`src/core/codec_power_pkg.sv`:
```
package codec_power_pkg;

  // ----------------------------------------------------------------
  // register indices (byte address is index times four)
  // ----------------------------------------------------------------
  localparam int unsigned ADDR_SHIFT = 2;
  localparam logic [5:0] IDX_DEP_FIRST = 6'h03;
  localparam logic [5:0] IDX_DEP_LAST = 6'h0a;
  localparam logic [5:0] IDX_MIX_DAC = 6'h03;
  localparam logic [5:0] IDX_ANA_FIRST = 6'h04;
  localparam logic [5:0] IDX_ANA_LAST = 6'h07;
  localparam logic [5:0] IDX_HALF = 6'h08;
  localparam logic [5:0] IDX_DAC1_LEVEL = 6'h09;
  localparam logic [5:0] IDX_DAC2_LEVEL = 6'h0a;
  localparam logic [5:0] IDX_ADC_FORMAT = 6'h1a;
  localparam logic [5:0] IDX_POWER = 6'h1b;

  // ----------------------------------------------------------------
  // channel power-down fields and reset values
  // ----------------------------------------------------------------
  localparam int unsigned BIT_RESOURCE_FREE = 15;
  localparam int unsigned BIT_DAC_MIX = 12;
  localparam int unsigned BIT_DAC_TWO = 9;
  localparam int unsigned BIT_DAC_ONE = 8;
  localparam int unsigned BIT_ANALOG = 7;
  localparam int unsigned BIT_HEADPHONE = 6;
  localparam int unsigned BIT_ANALOG_MIX = 4;
  localparam int unsigned BIT_ADC_RIGHT = 1;
  localparam int unsigned BIT_ADC_LEFT = 0;
  localparam logic [15:0] POWER_RESET = 16'h00c0;
  localparam logic [15:0] POWER_MASK = 16'h93d3;
  localparam logic [15:0] HALF_MASK = 16'h00ff;

  // ----------------------------------------------------------------
  // adc sample format fields and encodings
  // ----------------------------------------------------------------
  localparam int unsigned FMT_RIGHT_LSB = 0;
  localparam int unsigned FMT_LEFT_LSB = 8;
  localparam logic [15:0] FORMAT_RESET = 16'h0000;
  localparam logic [15:0] FORMAT_MASK = 16'h0303;
  localparam logic [1:0] FMT_UNSIGNED8 = 2'h0;
  localparam logic [1:0] FMT_SIGNED16 = 2'h1;
  localparam logic [1:0] FMT_MULAW8 = 2'h2;
  localparam logic [1:0] FMT_ALAW8 = 2'h3;

  // ----------------------------------------------------------------
  // channels and startup timing
  // ----------------------------------------------------------------
  localparam int unsigned CH_DAC_ONE = 0;
  localparam int unsigned CH_DAC_TWO = 1;
  localparam int unsigned CH_ADC_LEFT = 2;
  localparam int unsigned CH_ADC_RIGHT = 3;
  localparam int unsigned NUM_CH = 4;
  localparam logic [2:0] START_FS_EDGES = 3'h6;
  localparam logic [15:0] DEP_DEFAULT = 16'h0000;

endpackage : codec_power_pkg

```
`src/core/codec_power_ctrl.sv`:
```
// The APB interface to the registers was decided locally.
`timescale 1ns/1ns
// Behaviour
// RULE_01: right adc format encodes four sample types
// RULE_02: left adc format uses same encodings
// RULE_03: host writes zero to reserved bits
// RULE_04: format register zero, frozen while pins low
// RULE_05: power register bit layout at index 27
// RULE_06: resource free keeps idle digital resources lent
// RULE_07: dac mix off holds register three
// RULE_08: dac two off stops requests, holds ten
// RULE_09: dac two restarts after six frame syncs
// RULE_10: dac one off stops requests, holds nine
// RULE_11: dac one restarts after six frame syncs
// RULE_12: analog off clears registers four to ten; code clears only the low half of register eight
// RULE_13: analog on lets each path follow enable
// RULE_14: headphone power follows its enable bit
// RULE_15: analog mix off clears four to eight-half
// RULE_16: adc off stops after frame, restarts delayed
// RULE_17: power register 00c0, frozen while pins low
// RULE_18: lock mode needs both adc enables equal
// RULE_19: blocked register reads default, drops writes
module codec_power_ctrl
  import codec_power_pkg::*;
(
  input wire logic clk,
  input wire logic rst,
  input wire logic [7:0] paddr,
  input wire logic psel,
  input wire logic penable,
  input wire logic pwrite,
  input wire logic [31:0] pwdata,
  output logic [31:0] prdata,
  output logic pready,
  output logic pslverr,
  input wire logic reset_pin_n,
  input wire logic power_down_pin_n,
  input wire logic converter_power_status,
  input wire logic frame_sync,
  input wire logic conversion_clock,
  output logic resource_free,
  output logic analog_power,
  output logic dac_one_analog_power,
  output logic dac_two_analog_power,
  output logic adc_left_analog_power,
  output logic adc_right_analog_power,
  output logic dac_to_dac_mix_power,
  output logic analog_mix_power,
  output logic headphone_power,
  output logic [NUM_CH-1:0] digital_power,
  output logic [NUM_CH-1:0] sample_request,
  output logic [NUM_CH-1:0] conversion_running,
  output logic [1:0] adc_left_format,
  output logic [1:0] adc_right_format
);

  localparam int unsigned DEP_DEPTH = 8;
  localparam int unsigned DEP_AW = $clog2(DEP_DEPTH);

  // ----------------------------------------------------------------
  // state
  // ----------------------------------------------------------------
  typedef struct packed {
    logic [15:0] power;
    logic [15:0] format;
    logic pready;
    logic pslverr;
    logic [31:0] prdata;
    logic fs_prev;
    logic conversion_clock_prev;
    logic ana;
    logic dac1_ana;
    logic dac2_ana;
    logic adcl_ana;
    logic adcr_ana;
    logic ddm;
    logic aam;
    logic hp;
    logic rfree;
    logic [NUM_CH-1:0] dig;
  } ctrl_state_type;

  ctrl_state_type s_q, s_d;

  logic [5:0] index;
  logic mapped;
  logic is_dep;
  logic wr_fire;
  logic [15:0] wdata16;
  logic [DEP_AW-1:0] dep_wr_index;
  logic [DEP_AW-1:0] dep_rd_index;
  logic [15:0] dep_rdata;
  logic fs_rise;
  logic conversion_clock_rise;
  logic hold_power;
  logic hold_format;
  logic en_ana;
  logic en_dac1;
  logic en_dac2;
  logic en_adcl;
  logic en_adcr;
  logic en_ddm;
  logic en_aam;
  logic [NUM_CH-1:0] chan_enable;
  logic [NUM_CH-1:0] chan_req;
  logic [NUM_CH-1:0] chan_run;
  logic [DEP_DEPTH-1:0][15:0] hold_mask;

  // ----------------------------------------------------------------
  // apb decode
  // ----------------------------------------------------------------

  // word index from the byte address
  assign index = paddr[ADDR_SHIFT +: 6];
  assign is_dep = (index >= IDX_DEP_FIRST) && (index <= IDX_DEP_LAST);
  assign mapped = is_dep || (index == IDX_ADC_FORMAT) || (index == IDX_POWER);

  // a write takes effect on the edge that completes the access
  assign wr_fire = psel && penable && pwrite && s_q.pready && mapped;
  assign wdata16 = pwdata[15:0];
  assign dep_wr_index = DEP_AW'(index - IDX_DEP_FIRST);
  assign dep_rd_index = DEP_AW'(index - IDX_DEP_FIRST);

  // ----------------------------------------------------------------
  // pin edges and enable fields
  // ----------------------------------------------------------------

  // pins are synchronous, so a previous-value flop finds the edge
  assign fs_rise = frame_sync && !s_q.fs_prev;
  assign conversion_clock_rise = conversion_clock && !s_q.conversion_clock_prev;

  // register freeze conditions
  assign hold_format = !reset_pin_n || !power_down_pin_n; // RULE_04
  assign hold_power = hold_format || converter_power_status; // RULE_17

  // individual enable bits
  assign en_ana = s_q.power[BIT_ANALOG]; // RULE_05
  assign en_dac1 = s_q.power[BIT_DAC_ONE];
  assign en_dac2 = s_q.power[BIT_DAC_TWO];
  assign en_adcl = s_q.power[BIT_ADC_LEFT];
  assign en_adcr = s_q.power[BIT_ADC_RIGHT];
  assign en_ddm = s_q.power[BIT_DAC_MIX];
  assign en_aam = s_q.power[BIT_ANALOG_MIX];

  // channel enables for the startup sequencers
  always_comb begin
    chan_enable = '0;
    chan_enable[CH_DAC_ONE] = en_dac1;
    chan_enable[CH_DAC_TWO] = en_dac2;
    chan_enable[CH_ADC_LEFT] = en_adcl;
    chan_enable[CH_ADC_RIGHT] = en_adcr;
  end

  // ----------------------------------------------------------------
  // dependent register hold masks
  // ----------------------------------------------------------------

  // which bits of each dependent register are pinned at default
  always_comb begin
    hold_mask = '0;
    if (!en_ddm) begin
      hold_mask[IDX_MIX_DAC - IDX_DEP_FIRST] = '1; // RULE_07
    end
    for (int i = 0; i < DEP_DEPTH; i++) begin
      if ((i >= IDX_ANA_FIRST - IDX_DEP_FIRST) && (i <= IDX_ANA_LAST - IDX_DEP_FIRST)
          && (!en_ana || !en_aam)) begin
        hold_mask[i] = '1; // RULE_12 RULE_15
      end
    end
    if (!en_ana || !en_aam) begin
      hold_mask[IDX_HALF - IDX_DEP_FIRST] = HALF_MASK; // RULE_12 RULE_15
    end
    if (!en_ana || !en_dac1) begin
      hold_mask[IDX_DAC1_LEVEL - IDX_DEP_FIRST] = '1; // RULE_10 RULE_12
    end
    if (!en_ana || !en_dac2) begin
      hold_mask[IDX_DAC2_LEVEL - IDX_DEP_FIRST] = '1; // RULE_08 RULE_12
    end
  end

  // ----------------------------------------------------------------
  // dependent register store
  // ----------------------------------------------------------------

  // output-level and mix registers, with registered read data
  dependent_regs #(
    .DEPTH(DEP_DEPTH),
    .WIDTH(16)
  ) u_dep (
    .clk(clk),
    .rst(rst),
    .wr_en(wr_fire && is_dep),
    .wr_index(dep_wr_index),
    .wr_data(wdata16),
    .rd_index(dep_rd_index),
    .hold_mask(hold_mask),
    .rd_data(dep_rdata)
  );

  // ----------------------------------------------------------------
  // channel startup sequencers
  // ----------------------------------------------------------------

  // one sequencer per channel; adc requests stop at the frame boundary
  for (genvar c = 0; c < NUM_CH; c++) begin : g_chan
    channel_start #(
      .IS_ADC(c == CH_ADC_LEFT || c == CH_ADC_RIGHT)
    ) u_start (
      .clk(clk),
      .rst(rst),
      .enable(chan_enable[c]),
      .fs_rise(fs_rise),
      .conversion_clock_rise(conversion_clock_rise),
      .request(chan_req[c]),
      .running(chan_run[c])
    );
  end

  // ----------------------------------------------------------------
  // next state
  // ----------------------------------------------------------------

  // registers, bus answer and power outputs
  always_comb begin
    s_d = s_q;
    s_d.fs_prev = frame_sync;
    s_d.conversion_clock_prev = conversion_clock;

    // bus: ready rises one cycle into the access phase
    s_d.pready = psel && penable && !s_q.pready;
    s_d.pslverr = psel && penable && !s_q.pready && !mapped;
    if (psel && penable && !s_q.pready) begin
      s_d.prdata = '0;
      if (!pwrite) begin
        if (is_dep) begin
          s_d.prdata = {16'h0000, dep_rdata}; // RULE_19
        end else if (index == IDX_ADC_FORMAT) begin
          s_d.prdata = {16'h0000, s_q.format};
        end else if (index == IDX_POWER) begin
          s_d.prdata = {16'h0000, s_q.power};
        end
      end
    end

    // software writes; reserved bits are stored as zero
    if (wr_fire && index == IDX_POWER) begin
      s_d.power = wdata16 & POWER_MASK; // RULE_05
    end
    if (wr_fire && index == IDX_ADC_FORMAT) begin
      s_d.format = wdata16 & FORMAT_MASK; // RULE_01 RULE_02
    end

    // freeze at defaults while pins or converter status demand it
    if (hold_power) begin
      s_d.power = POWER_RESET; // RULE_17
    end
    if (hold_format) begin
      s_d.format = FORMAT_RESET; // RULE_04
    end

    // analog paths follow their own bits only under analog enable
    s_d.ana = en_ana;
    s_d.dac1_ana = en_ana && en_dac1; // RULE_13
    s_d.dac2_ana = en_ana && en_dac2; // RULE_13
    s_d.adcl_ana = en_ana && en_adcl; // RULE_13
    s_d.adcr_ana = en_ana && en_adcr; // RULE_13
    s_d.ddm = en_ana && en_ddm; // RULE_07 RULE_13
    s_d.aam = en_ana && en_aam; // RULE_15 RULE_13
    s_d.hp = s_q.power[BIT_HEADPHONE]; // RULE_14
    s_d.rfree = s_q.power[BIT_RESOURCE_FREE];

    // digital resources stay alive when lent to enabled channels
    s_d.dig = chan_enable | {NUM_CH{s_q.power[BIT_RESOURCE_FREE]}}; // RULE_06
  end

  // ----------------------------------------------------------------
  // state register
  // ----------------------------------------------------------------

  // async reset to documented defaults
  always_ff @(posedge clk or posedge rst) begin
    if (rst) begin
      s_q <= '0;
      s_q.power <= POWER_RESET; // RULE_17
      s_q.format <= FORMAT_RESET; // RULE_04
    end else begin
      s_q <= s_d;
    end
  end

  // ----------------------------------------------------------------
  // outputs
  // ----------------------------------------------------------------

  // bus answer
  assign prdata = s_q.prdata;
  assign pready = s_q.pready;
  assign pslverr = s_q.pslverr;

  // power controls
  assign resource_free = s_q.rfree;
  assign analog_power = s_q.ana;
  assign dac_one_analog_power = s_q.dac1_ana;
  assign dac_two_analog_power = s_q.dac2_ana;
  assign adc_left_analog_power = s_q.adcl_ana;
  assign adc_right_analog_power = s_q.adcr_ana;
  assign dac_to_dac_mix_power = s_q.ddm;
  assign analog_mix_power = s_q.aam;
  assign headphone_power = s_q.hp;
  assign digital_power = s_q.dig;

  // sequencer outputs come from flops inside the sequencers
  assign sample_request = chan_req;
  assign conversion_running = chan_run;

  // sample formats
  assign adc_left_format = s_q.format[FMT_LEFT_LSB +: 2]; // RULE_02
  assign adc_right_format = s_q.format[FMT_RIGHT_LSB +: 2]; // RULE_01

endmodule : codec_power_ctrl

```
`src/core/channel_start.sv`:
```
`timescale 1ns/1ns
module channel_start
  import codec_power_pkg::*;
#(
  parameter bit IS_ADC = 1'b0
) (
  input wire logic clk,
  input wire logic rst,
  input wire logic enable,
  input wire logic fs_rise,
  input wire logic conversion_clock_rise,
  output logic request,
  output logic running
);

  typedef struct packed {
    logic req;
    logic run;
    logic armed;
    logic prev_en;
    logic [2:0] fs_cnt;
  } chan_state_type;

  chan_state_type s_q, s_d;

  // start counts six frame-sync edges, then waits for a conversion edge
  always_comb begin
    s_d = s_q;
    s_d.prev_en = enable;
    if (!enable) begin
      s_d.run = 1'b0;
      s_d.armed = 1'b0;
      s_d.fs_cnt = '0;
      if (!IS_ADC || fs_rise) begin
        s_d.req = 1'b0; // RULE_08 RULE_10 RULE_16
      end
    end else begin
      if (!s_q.prev_en) begin
        s_d.armed = 1'b1;
        s_d.fs_cnt = '0;
      end else if (s_q.armed) begin
        if (s_q.fs_cnt == START_FS_EDGES && conversion_clock_rise) begin
          s_d.run = 1'b1; // RULE_09 RULE_11 RULE_16
          s_d.armed = 1'b0;
        end else if (fs_rise && s_q.fs_cnt != START_FS_EDGES) begin
          s_d.fs_cnt = s_q.fs_cnt + 3'h1;
        end
      end
      if (!IS_ADC && fs_rise) begin
        s_d.req = 1'b1; // RULE_09 RULE_11
      end
      if (IS_ADC && s_d.run) begin
        s_d.req = 1'b1;
      end
    end
  end

  // state register
  always_ff @(posedge clk or posedge rst) begin
    if (rst) begin
      s_q <= '0;
    end else begin
      s_q <= s_d;
    end
  end

  assign request = s_q.req;
  assign running = s_q.run;

endmodule : channel_start

```
`src/core/dependent_regs.sv`:
```
`timescale 1ns/1ns
module dependent_regs
  import codec_power_pkg::*;
#(
  parameter int unsigned DEPTH = 8,
  parameter int unsigned WIDTH = 16
) (
  input wire logic clk,
  input wire logic rst,
  input wire logic wr_en,
  input wire logic [$clog2(DEPTH)-1:0] wr_index,
  input wire logic [WIDTH-1:0] wr_data,
  input wire logic [$clog2(DEPTH)-1:0] rd_index,
  input wire logic [DEPTH-1:0][WIDTH-1:0] hold_mask,
  output logic [WIDTH-1:0] rd_data
);

  typedef struct packed {
    logic [DEPTH-1:0][WIDTH-1:0] words;
    logic [WIDTH-1:0] rdata;
  } mem_state_type;

  mem_state_type s_q, s_d;

  // held bits stay at default and drop writes; read data registered
  always_comb begin
    s_d = s_q;
    for (int i = 0; i < DEPTH; i++) begin
      if (wr_en && wr_index == i[$clog2(DEPTH)-1:0]) begin
        s_d.words[i] = wr_data;
      end
      s_d.words[i] = (s_d.words[i] & ~hold_mask[i]) |
                     (DEP_DEFAULT[WIDTH-1:0] & hold_mask[i]); // RULE_19
    end
    s_d.rdata = s_q.words[rd_index];
  end

  // state register
  always_ff @(posedge clk or posedge rst) begin
    if (rst) begin
      s_q <= '0;
    end else begin
      s_q <= s_d;
    end
  end

  assign rd_data = s_q.rdata;

endmodule : dependent_regs

```
`config.mk`:
```
export PLATFORM = sky130hd
export DESIGN_NAME = codec_power_ctrl
export DESIGN_NICKNAME = d
export VERILOG_FILES = /design/src/core/codec_power_pkg.sv /design/src/core/codec_power_ctrl.sv /design/src/core/channel_start.sv /design/src/core/dependent_regs.sv
export SDC_FILE = /design/constraint.sdc
export NUM_CORES = 1
export LEC_CHECK = 0
export ABC_AREA = 1
export ABC_CLOCK_PERIOD_IN_PS = 6650
export BUFFER_PORTS_ARGS = -buffer_cell sky130_fd_sc_hd__buf_2
export CAP_MARGIN = 25
export CELL_PAD_IN_SITES_DETAIL_PLACEMENT = 1
export CELL_PAD_IN_SITES_GLOBAL_PLACEMENT = 1
export CORE_MARGIN = 2
export CORE_UTILIZATION = 41
export CTS_BUF_LIST = sky130_fd_sc_hd__clkbuf_4 sky130_fd_sc_hd__clkbuf_8
export DETAILED_ROUTE_END_ITERATION = 12
export PLACE_DENSITY_LB_ADDON = 0.1
export SYNTH_ARGS = -nofsm -noshare
export SYNTH_HDL_FRONTEND = slang
export SYNTH_SLANG_ARGS = --single-unit
export TNS_END_PERCENT = 5
```
`constraint.sdc`:
```
create_clock -name clk -period 6.65 [get_ports clk]
set_clock_uncertainty 0.2 [all_clocks]
set_input_delay 0.3325 -clock clk [delete_from_list [all_inputs] [get_ports clk]]
set_output_delay 0.3325 -clock clk [all_outputs]
set_load 0.02 [all_outputs]
```
== Word-level counts from Yosys, hierarchy flattened ==
Index checks and enable logic that the tools add are counted.
Storage, ports and cells
  word-level logic and storage cells: 240
  memories: 0
  input port bits: 50
  bits in read-only memories: 0
  bits in registers: 253
  bits in writable memories: 0
  latch bits: 0
Operators by class
  muxes and demuxes: 69
  div/mod/pow operators: 0
  multiply operators: 0
  $add $sub $neg: 5
  shift operators: 0
  reduce and logical (&&, ||, !) cells: 64
  bitwise logic cells: 14
  equal/unequal tests: 39
  magnitude comparators: 3
Operators by type and width (count)
  16-bit two-way mux: 19
  16-bit bitwise AND: 8
  3-bit two-way mux: 24
  32-bit two-way mux: 2
  16-bit inverter: 4
  16-bit binary-select mux with 3-bit select: 1
  3-bit inequality test, second input constant: 12
  1-bit logical AND: 34
  3-bit equality test, second input constant: 8
  2-bit by 1-bit inequality test with 1-bit output, second input constant: 10
  3-bit AND reduction: 6
  2-bit two-way mux: 8
  8-bit inverter with 16-bit output: 1
  1-bit two-way mux: 14
  3-bit by 1-bit adder with 3-bit output, second input constant: 4
  6-bit by 5-bit equality test with 1-bit output, second input constant: 2
  3-bit by 2-bit inequality test with 1-bit output, second input constant: 4
  1-bit logical NOT: 10
  8-bit two-way mux: 1
  2-bit nonzero test: 4
  1-bit logical OR: 7
  3-bit by 2-bit equality test with 1-bit output, second input constant: 2
  6-bit by 2-bit >= comparator with 1-bit output, second input constant: 1
  6-bit by 4-bit less-or-equal comparator with 1-bit output, second input constant: 1
  other kinds (6): 7

== Depth between registers and ports, before layout ==
Gate-level depths: netlist (run 1).
  depth in word-level cells: 9
  mapped depth: 15

== Cells and area by module ==
A second synthesis (run 1) with hierarchy kept.
Unflattened totals
  cell total of the unflattened synthesis: 1478
  area total of the unflattened synthesis: 11180.7 µm²
By module, submodules not included
  dependent_regs: instances 1, area each 7384.6 µm², cells an instance 1034, sequential area each 3603.5 µm²
  codec_power_ctrl: instances 1, area each 2422.3 µm², cells an instance 284, sequential area each 1153.6 µm²
  channel_start at g_chan[2].u_start ...: instances 2, area each 354.1 µm², cells an instance 40, sequential area each 175.2 µm²
  channel_start at g_chan[0].u_start ...: instances 2, area each 332.8 µm², cells an instance 40, sequential area each 175.2 µm²

== Worst setup path after synthesis (run 1) ==
No wires, ideal clock.
  path type: input port to flip-flop
  from: input paddr[2]
  to: register u_dep.s_q[85] in the netlist's numbering
  data arrival time: 1.982 ns
  setup slack: 4.352 ns
  library setup time: 0.117 ns
  stages: 15
  cells stage by stage: inv_2 -> buf_2 -> clkbuf_1 -> ha_1 -> inv_2 -> nand2_1 -> nand2_1 -> nand2_1 -> nand2_2 -> nor2_2 -> buf_2 -> buf_4 -> nand3_1 -> nand2_1 -> nor2_1
RTL lines
  start, declared: RTL line codec_power_ctrl.sv:28  | input wire logic [7:0] paddr,
  end signal, assigned: RTL line dependent_regs.sv:41  | s_q <= '0;
  end signal, assigned: RTL line dependent_regs.sv:43  | s_q <= s_d;
  end, declared: RTL line dependent_regs.sv:23  | mem_state_type s_q, s_d;

==> results of run 1 <==
==> critical path: cells and delay by family <==
family | cells | cell delay (ns)
AND/OR/NAND/NOR | 5 | 1.90
buffers and inverters | 3 | 0.90
adder cells (fa/ha/maj) | 1 | 0.26
AO/OA/AOI/OAI | 1 | 0.09
==> timing repair <==
action / in CTS / in global routing
hold buffers: 24 / 0
setup endpoints to repair: 0 / 0
hold endpoints to repair: 199 / 0
==> final cells by class <==
class | count | area [um^2]
Tap cell | 335 | 419
Timing Repair Buffer | 111 | 708
Fill cell | 3191 | 13800
Clock inverter | 3 | 17.5
Sequential cell | 218 | 5460
Clock buffer | 66 | 802
Multi-Input combinational cell | 921 | 4300
Inverter | 77 | 297
==> layout by cell type (no fill, tap or decap), drive strengths merged <==
| cell type | instances |
|---|---|
| dlygate4sd3 | 24 |
| dfstp | 2 |
| inv | 76 |
| clkinv | 3 |
| ha | 13 |
| clkinvlp | 1 |
| nor2 | 232 |
| o21ai | 97 |
| a32o | 2 |
| clkbuf | 66 |
| conb | 16 |
| nand2 | 281 |
| nand3 | 93 |
| dfrtp | 216 |
| a31oi | 16 |
| o22ai | 5 |
| nand4 | 66 |
| a21oi | 94 |
| a32oi | 1 |
| a211oi | 1 |
| nor3 | 2 |
| buf | 87 |
| nor4 | 1 |
| or2 | 1 |
==> flip-flops by register name (all words and copies together), names as in the netlist, 2 cells and up <==
name and cells:
g_chan.u_start.request 4, digital_power 4, s_q 2, g_chan.u_start.running 4, adc_left_format 2, g_chan.u_start.s_q 20
s_d 2, adc_right_format 2, prdata 16, chan_enable 4, u_dep.s_q 128, u_dep.rd_data 16
==> per-stage QoR <==
step           power, uW  setup WS [ns]  instances   util
5_1_grt             3040           3.19       1731  0.464
4_1_cts             2970           3.45       1731  0.464
2_1_floorplan       1520          0.156       1338      -
3_5_place_dp        1610           2.86       1638  0.423
6_report            2930           3.33       1731  0.464
3_3_place_gp        1610           2.88       1637  0.423
==> logic make-up after synthesis <==
kind of cell    after synthesis
simple gates                676
fa+ha+maj                    13
other cells                   1
flops                       218
buf+inv                     199
compound gates              216
==> per-layer routing <==
metal	share of wire	global-route usage	routed length (um)	vias to the layer above
met4	0.038	0.105	1340	0
met3	0.053	0.0455	1890	71
met1	0.46	0.369	16500	4620
li1	-	-	-	4383
met2	0.45	0.414	16000	269
met5	0	0	0	-
==> worst min-delay path by stage <==
stage	startpoint	endpoint	cells after the start
floorplan	conversion_clock	s_q[13]	0
global placement	s_d[4]	resource_free	0
detailed placement	s_d[4]	resource_free	0
CTS	reset_pin_n	adc_left_format[0]	5
global route	reset_pin_n	adc_left_format[1]	5
finish	reset_pin_n	adc_left_format[0]	5
==> report_power, final <==
part / total (uW) / switching (uW) / internal [uW]
Combinational: 240 / 186 / 54.2
Clock: 1330 / 574 / 757
Sequential: 1360 / 15.0 / 1350
==> impl_results.md, run 1 <==
- Status: finished clean
- Post-synth top area share: 0.506
- Mapped cell area: 10700 um^2
- Yosys reg bits: 218
- RSZ-0062 raised after global routing: false
- Final Critical Period: 3.32 ns
- GP Congestion: 0.764
- Drt pass-1 iters: 5
- Post-synthesis mux area share: 0
- Vias: 9343
- Initial drt markers: 659
- Sink Count: 218
- Final hold slack: 0.0392 ns
- CTS-repair resized insts: 0
- Simple-gate share of the synthesized area: 0.275
- Total CTS buffers: 42
- GRT overflow: 0
- Initial antenna violation count: 0
- DIE HEIGHT: 165 um
- CP max-delay cell: nor2_4
- Initial Util: 0.414
- Fin crit share: 0.499
- First-pass GRT wire length: 54700 um
- Sequential area share after synthesis: 0.511
- Slew HR: 0.289
- Remaining DRCs: 0
- Setup crit start kind: primary input
- Cell taking the most area after synthesis: dfrtp_1
- PD cells: 244 nW/um^2
- Num rows: 59
- Crit Path Max Fanout: 30
- Peak supply drop: 0.127 mV
- Clock buffer depth: 3
- Final setup fails: 0
- Critical path, cell by cell: buf_2 > buf_4 > ha_1 > nand2_1 > nand2_2 > inv_2 > nor2_4 > nand3_2 > nand2_1 > a21oi_1
- Syn-to-layout area delta: 12.3%
- Die ar.: 27400 um^2
- Min-Delay Path Class: in2reg
- Reg-to-reg slack, setup: 3.75 ns
- Worst Setup EP: u_dep.s_q[38]
- Mean area per synthesized cell: 8.08 um^2
- Buffers added on ports: 74
- Vias in the first global route: 9353
- Total negative slack: 0 ns
- CP Capture Type: flop
- Clk slew on worst S/H paths: 0.06 ns
- Worst Tran Pin Value: 1.07 ns
- Final Hold Violating Endpoints: 0
- IO Pins: 109
- Max Slew Vio Count: 0
- Placed cell areas: 10900 um^2
- Launch point of the worst path: paddr[2]
- Post-synth top cells: nand2_1 (276), nor2_1 (220), dfrtp_1 (216)
- Post-synth EDFFs: 0
- Via density: 5.40
- Worst setup path class: in2reg
- Most common cell in the netlist: nand2_1
- Adder-cell share of the synthesized area: 0.0152
- Fmax: 0.301 GHz
- Clk Latency, worst-skew pair: 0.56 ns
- H-tree levels: 2
- Gate Count Post-Synth: 1323
- Top post-synthesis cells by area: dfrtp_1 (51%), nand2_1 (9.7%), nor2_1 (7.7%)
- Crit-path max cell delay: 0.58 ns
- DP HPWL: 21900 um
- Clock tree from TritonCTS: done
- Final nets: 1434
- Post-CTS Setup Inserts: 0
- ANT cells: 0
- Routed WL per cell: 20.6 um
- Core Area: 25800 um^2
- Layout cells sized above 1: 0.140
- Post-synth ARST share: 1.00
- Largest family of logic cells by synthesized area: simple AND/OR/NAND/NOR gates
- Complex-gate fraction of the synthesized area: 0.106
- WL final: 35600 um
- Die W: 165 um
- Yosys warns: 0
- R2R Path End: u_dep.s_q[132]
- Critical Path RT: 6.85 ns
- Max Cap Violations: 0
- Worst-case reg-to-reg path depth: 6
- GRT Overall Usage: 0.265
- Crit-path most repeated cell: nand2_1
- Routed Antenna Nets: 0
- Synth unique cells: 33
- Largest net degree at the start of global routing: 126
- Root Buffer: clkbuf_8
- Design Area, Final: 12000 um^2
- Xor-xnor portion of the synthesized cell area: 0
- Worst reg2reg path startpoint: pready
- Critical path arrival: 3.52 ns
- Leakage dissipation: 0.00545 uW
- Synth Flop Type: dfrtp_1
Note: power is estimated with default switching activity, not from simulation.
==> run 2, diff against run 1 <==
ABC_AREA = 0   (was 1)
ABC_CLOCK_PERIOD_IN_PS = 3100   (was 6650)
CORE_UTILIZATION = 49   (was 41)
clock period = 3.1 ns   (was 6.65 ns; I/O delays follow)
==> impl_results.md, run 2 <==
- Critical path arrival: 3.14 ns
- CP Capture Type: flop
- Placed cell areas: 10800 um^2
- IO Pins: 109
- Post-synth top area share: 0.524
- GRT Overall Usage: 0.264
- Num rows: 53
- Vias in the first global route: 8097
- Worst setup path class: reg2reg
- Design Area, Final: 11800 um^2
- Clock tree from TritonCTS: done
- RSZ-0062 raised after global routing: false
- Largest Register: u_dep.s_q
- Core Area: 20800 um^2
- H-tree levels: 2
- Crit-path max cell delay: 0.57 ns
- Root Buffer: clkbuf_8
- Pre-CTS setup slack: 0.285 ns
- Commonest cells after routing, fill and taps aside: dfrtp_1 (216), nand2_1 (214), mux2i_1 (92)
- Final nets: 1063
- Min-Delay Path Class: in2reg
- Slew HR: 0.324
- Launch point of the worst path: pready
- Vias: 7473
- Synth Flop Type: dfrtp_1
- Top post-synthesis cells by area: dfrtp_1 (52%), mux2i_1 (8.9%), nand2_1 (7.8%)
- Die ar.: 22200 um^2
- Synth unique cells: 53
- Gate Count Post-Synth: 916
- GRT overflow: 0
- Largest net degree at the start of global routing: 90
- Sink Count: 218
- Mean area per synthesized cell: 11.3 um^2
- Worst Tran Pin Value: 1.01 ns
- Layout cells sized above 1: 0.227
- Clk slew on worst S/H paths: 0.06 ns
- Via density: 5.75
- Drt pass-1 iters: 5
- Fmax: 0.348 GHz
- Yosys reg bits: 218
- Most common cell after layout, fill and taps aside: dfrtp_1
- Final setup fails: 0
- Final Util: 0.569
- Buffers added on ports: 74
- Leakage dissipation: 0.00562 uW
- CTS-repair resized insts: 0
- Final WS setup: 0.225 ns
- Peak supply drop: 0.237 mV
- Most common cell in the netlist: dfrtp_1
- First-pass GRT wire length: 45100 um
- Sequential area share after synthesis: 0.529
- PD cells: 499 nW/um^2
- Setup crit start kind: flop
- Final Hold Violating Endpoints: 0
- HP Start: paddr[6]
- Clk Latency, worst-skew pair: 0.54 ns
- Routed Antenna Nets: 0
- Remaining DRCs: 0
- DIE HEIGHT: 149 um
- Critical Path RT: 3.36 ns
- Largest regs: u_dep.s_q x128, g_chan.u_start.s_q x20
- Routed WL per cell: 21.7 um
- Mapped cell area: 10300 um^2
- Syn-to-layout area delta: 14.8%
- Fin crit share: 0.927
- WL final: 28200 um
- Max Cap Violations: 0
- DP HPWL: 18700 um
- Final Critical Period: 2.87 ns
- Cell taking the most area after synthesis: dfrtp_1
- Initial Util: 0.496
- Max FFs per register: 128
- Total CTS buffers: 39
- Post-synth top cells: dfrtp_1 (216), nand2_1 (214), mux2i_1 (92)
- Post-synth ARST share: 1.00
- Critical path, cell by cell: nand3b_1 > dlygate4sd3_1 > buf_4 > or3b_2 > nor3b_2 > a221o_1
- CP max-delay cell: or3b_2
- Yosys warns: 0
- GP Congestion: 0.786
- Initial antenna violation count: 2
- Post-synth EDFFs: 0
- Clock buffer depth: 3
- Die W: 149 um
- Max Slew Vio Count: 0
- Initial drt markers: 435
- Status: finished clean
- Worst reg2reg path startpoint: pready
- ANT cells: 0
- Crit Path Max Fanout: 18
run 2: cell types whose count changed in the layout (fill, tap and decap cells not counted), moves of 16 or more:
cell	change
a21boi_0	+18
nand3_1	-68
o31ai_1	+16
nor2_1	-200
o21ai_1	-16
o21ai_0	-57
inv_1	-52
a21oi_1	-83
nand4_1	-46
nand2_1	-62
mux2i_1	+92
mux4_2	+32
run 2: kinds of logic (layout without fill, tap and decap cells):
logic type | count (synthesis) | after routing | share of synthesized area
AO/OA/AOI/OAI | 101 | 101 | 0.0684
XOR/XNOR | 10 | 10 | 0.00849
adder cells (fa/ha/maj) | 13 | 13 | 0.0158
buffers and inverters | 116 | 210 | 0.0647
flip-flops | 218 | 218 | 0.529
multiplexers | 132 | 132 | 0.168
other | 1 | 16 | 0.000363
AND/OR/NAND/NOR | 325 | 325 | 0.146
run 2: path summary, 6_finish.rpt:
check                                   to  cells past startpoint  slack, ns
max                             prdata[12]                      6       0.23
min                                pslverr                      4       0.05
max reg2reg                     prdata[12]                      6       0.23
min reg2reg                headphone_power                      0       0.21
max in group asynchronous    u_dep.s_q[44]                      4       1.54
min in group asynchronous    u_dep.s_q[95]                      3       0.07
run 2: metal layers:
layer  global-route usage  vias up  part of all wire  routed length, um
li1                     -     3286                 -                  -
met2                0.437      233              0.49              13700
met3               0.0425       42             0.054               1520
met4               0.0705        0             0.017                472
met5                    0        -                 0                  0
met1                0.365     3912              0.44              12500
run 2: metrics by stage:
step | cells | TNS (ns) | hold WS, ns | power [uW]
4_1_cts | 1300 | 0 | 0.0178 | 5970
5_1_grt | 1300 | 0 | 0.0336 | 6140
3_5_place_dp | 1206 | 0 | 0.0850 | 3230
6_report | 1300 | 0 | 0.0495 | 5910
2_1_floorplan | 931 | -20.19 | -0.0136 | 3110
3_3_place_gp | 1205 | 0 | 0.0690 | 3220
run 2: area by class of cell:
class	instances	area [um^2]
multi-input cells	597	4260
repair buffers	132	946
clock buffers	58	742
flip-flops and latches	218	5460
fillers	2227	8980
inverters	12	48.8
well taps	275	344
clock inverters	8	46.3
run 2: report_power, final:
part	total, uW	switching [uW]	leakage (uW)	internal, uW
Clock	2700	1170	0.000422	1530
Combinational	349	240	0.00217	108
Sequential	2850	2.42	0.00302	2850
run 2: what timing repair did:
action / in CTS / in global routing
setup buffers: 0 / 0
hold buffers: 28 / 0
hold endpoints to repair: 177 / 0
run 2: worst max-delay path: cells and delay by family, from the launching register on:
family	cells	cell delay, ns
AOI/OAI and AO/OA	1	0.23
DFF	1	0.40
buffers and inverters	2	0.76
and+or+nand+nor	3	1.21
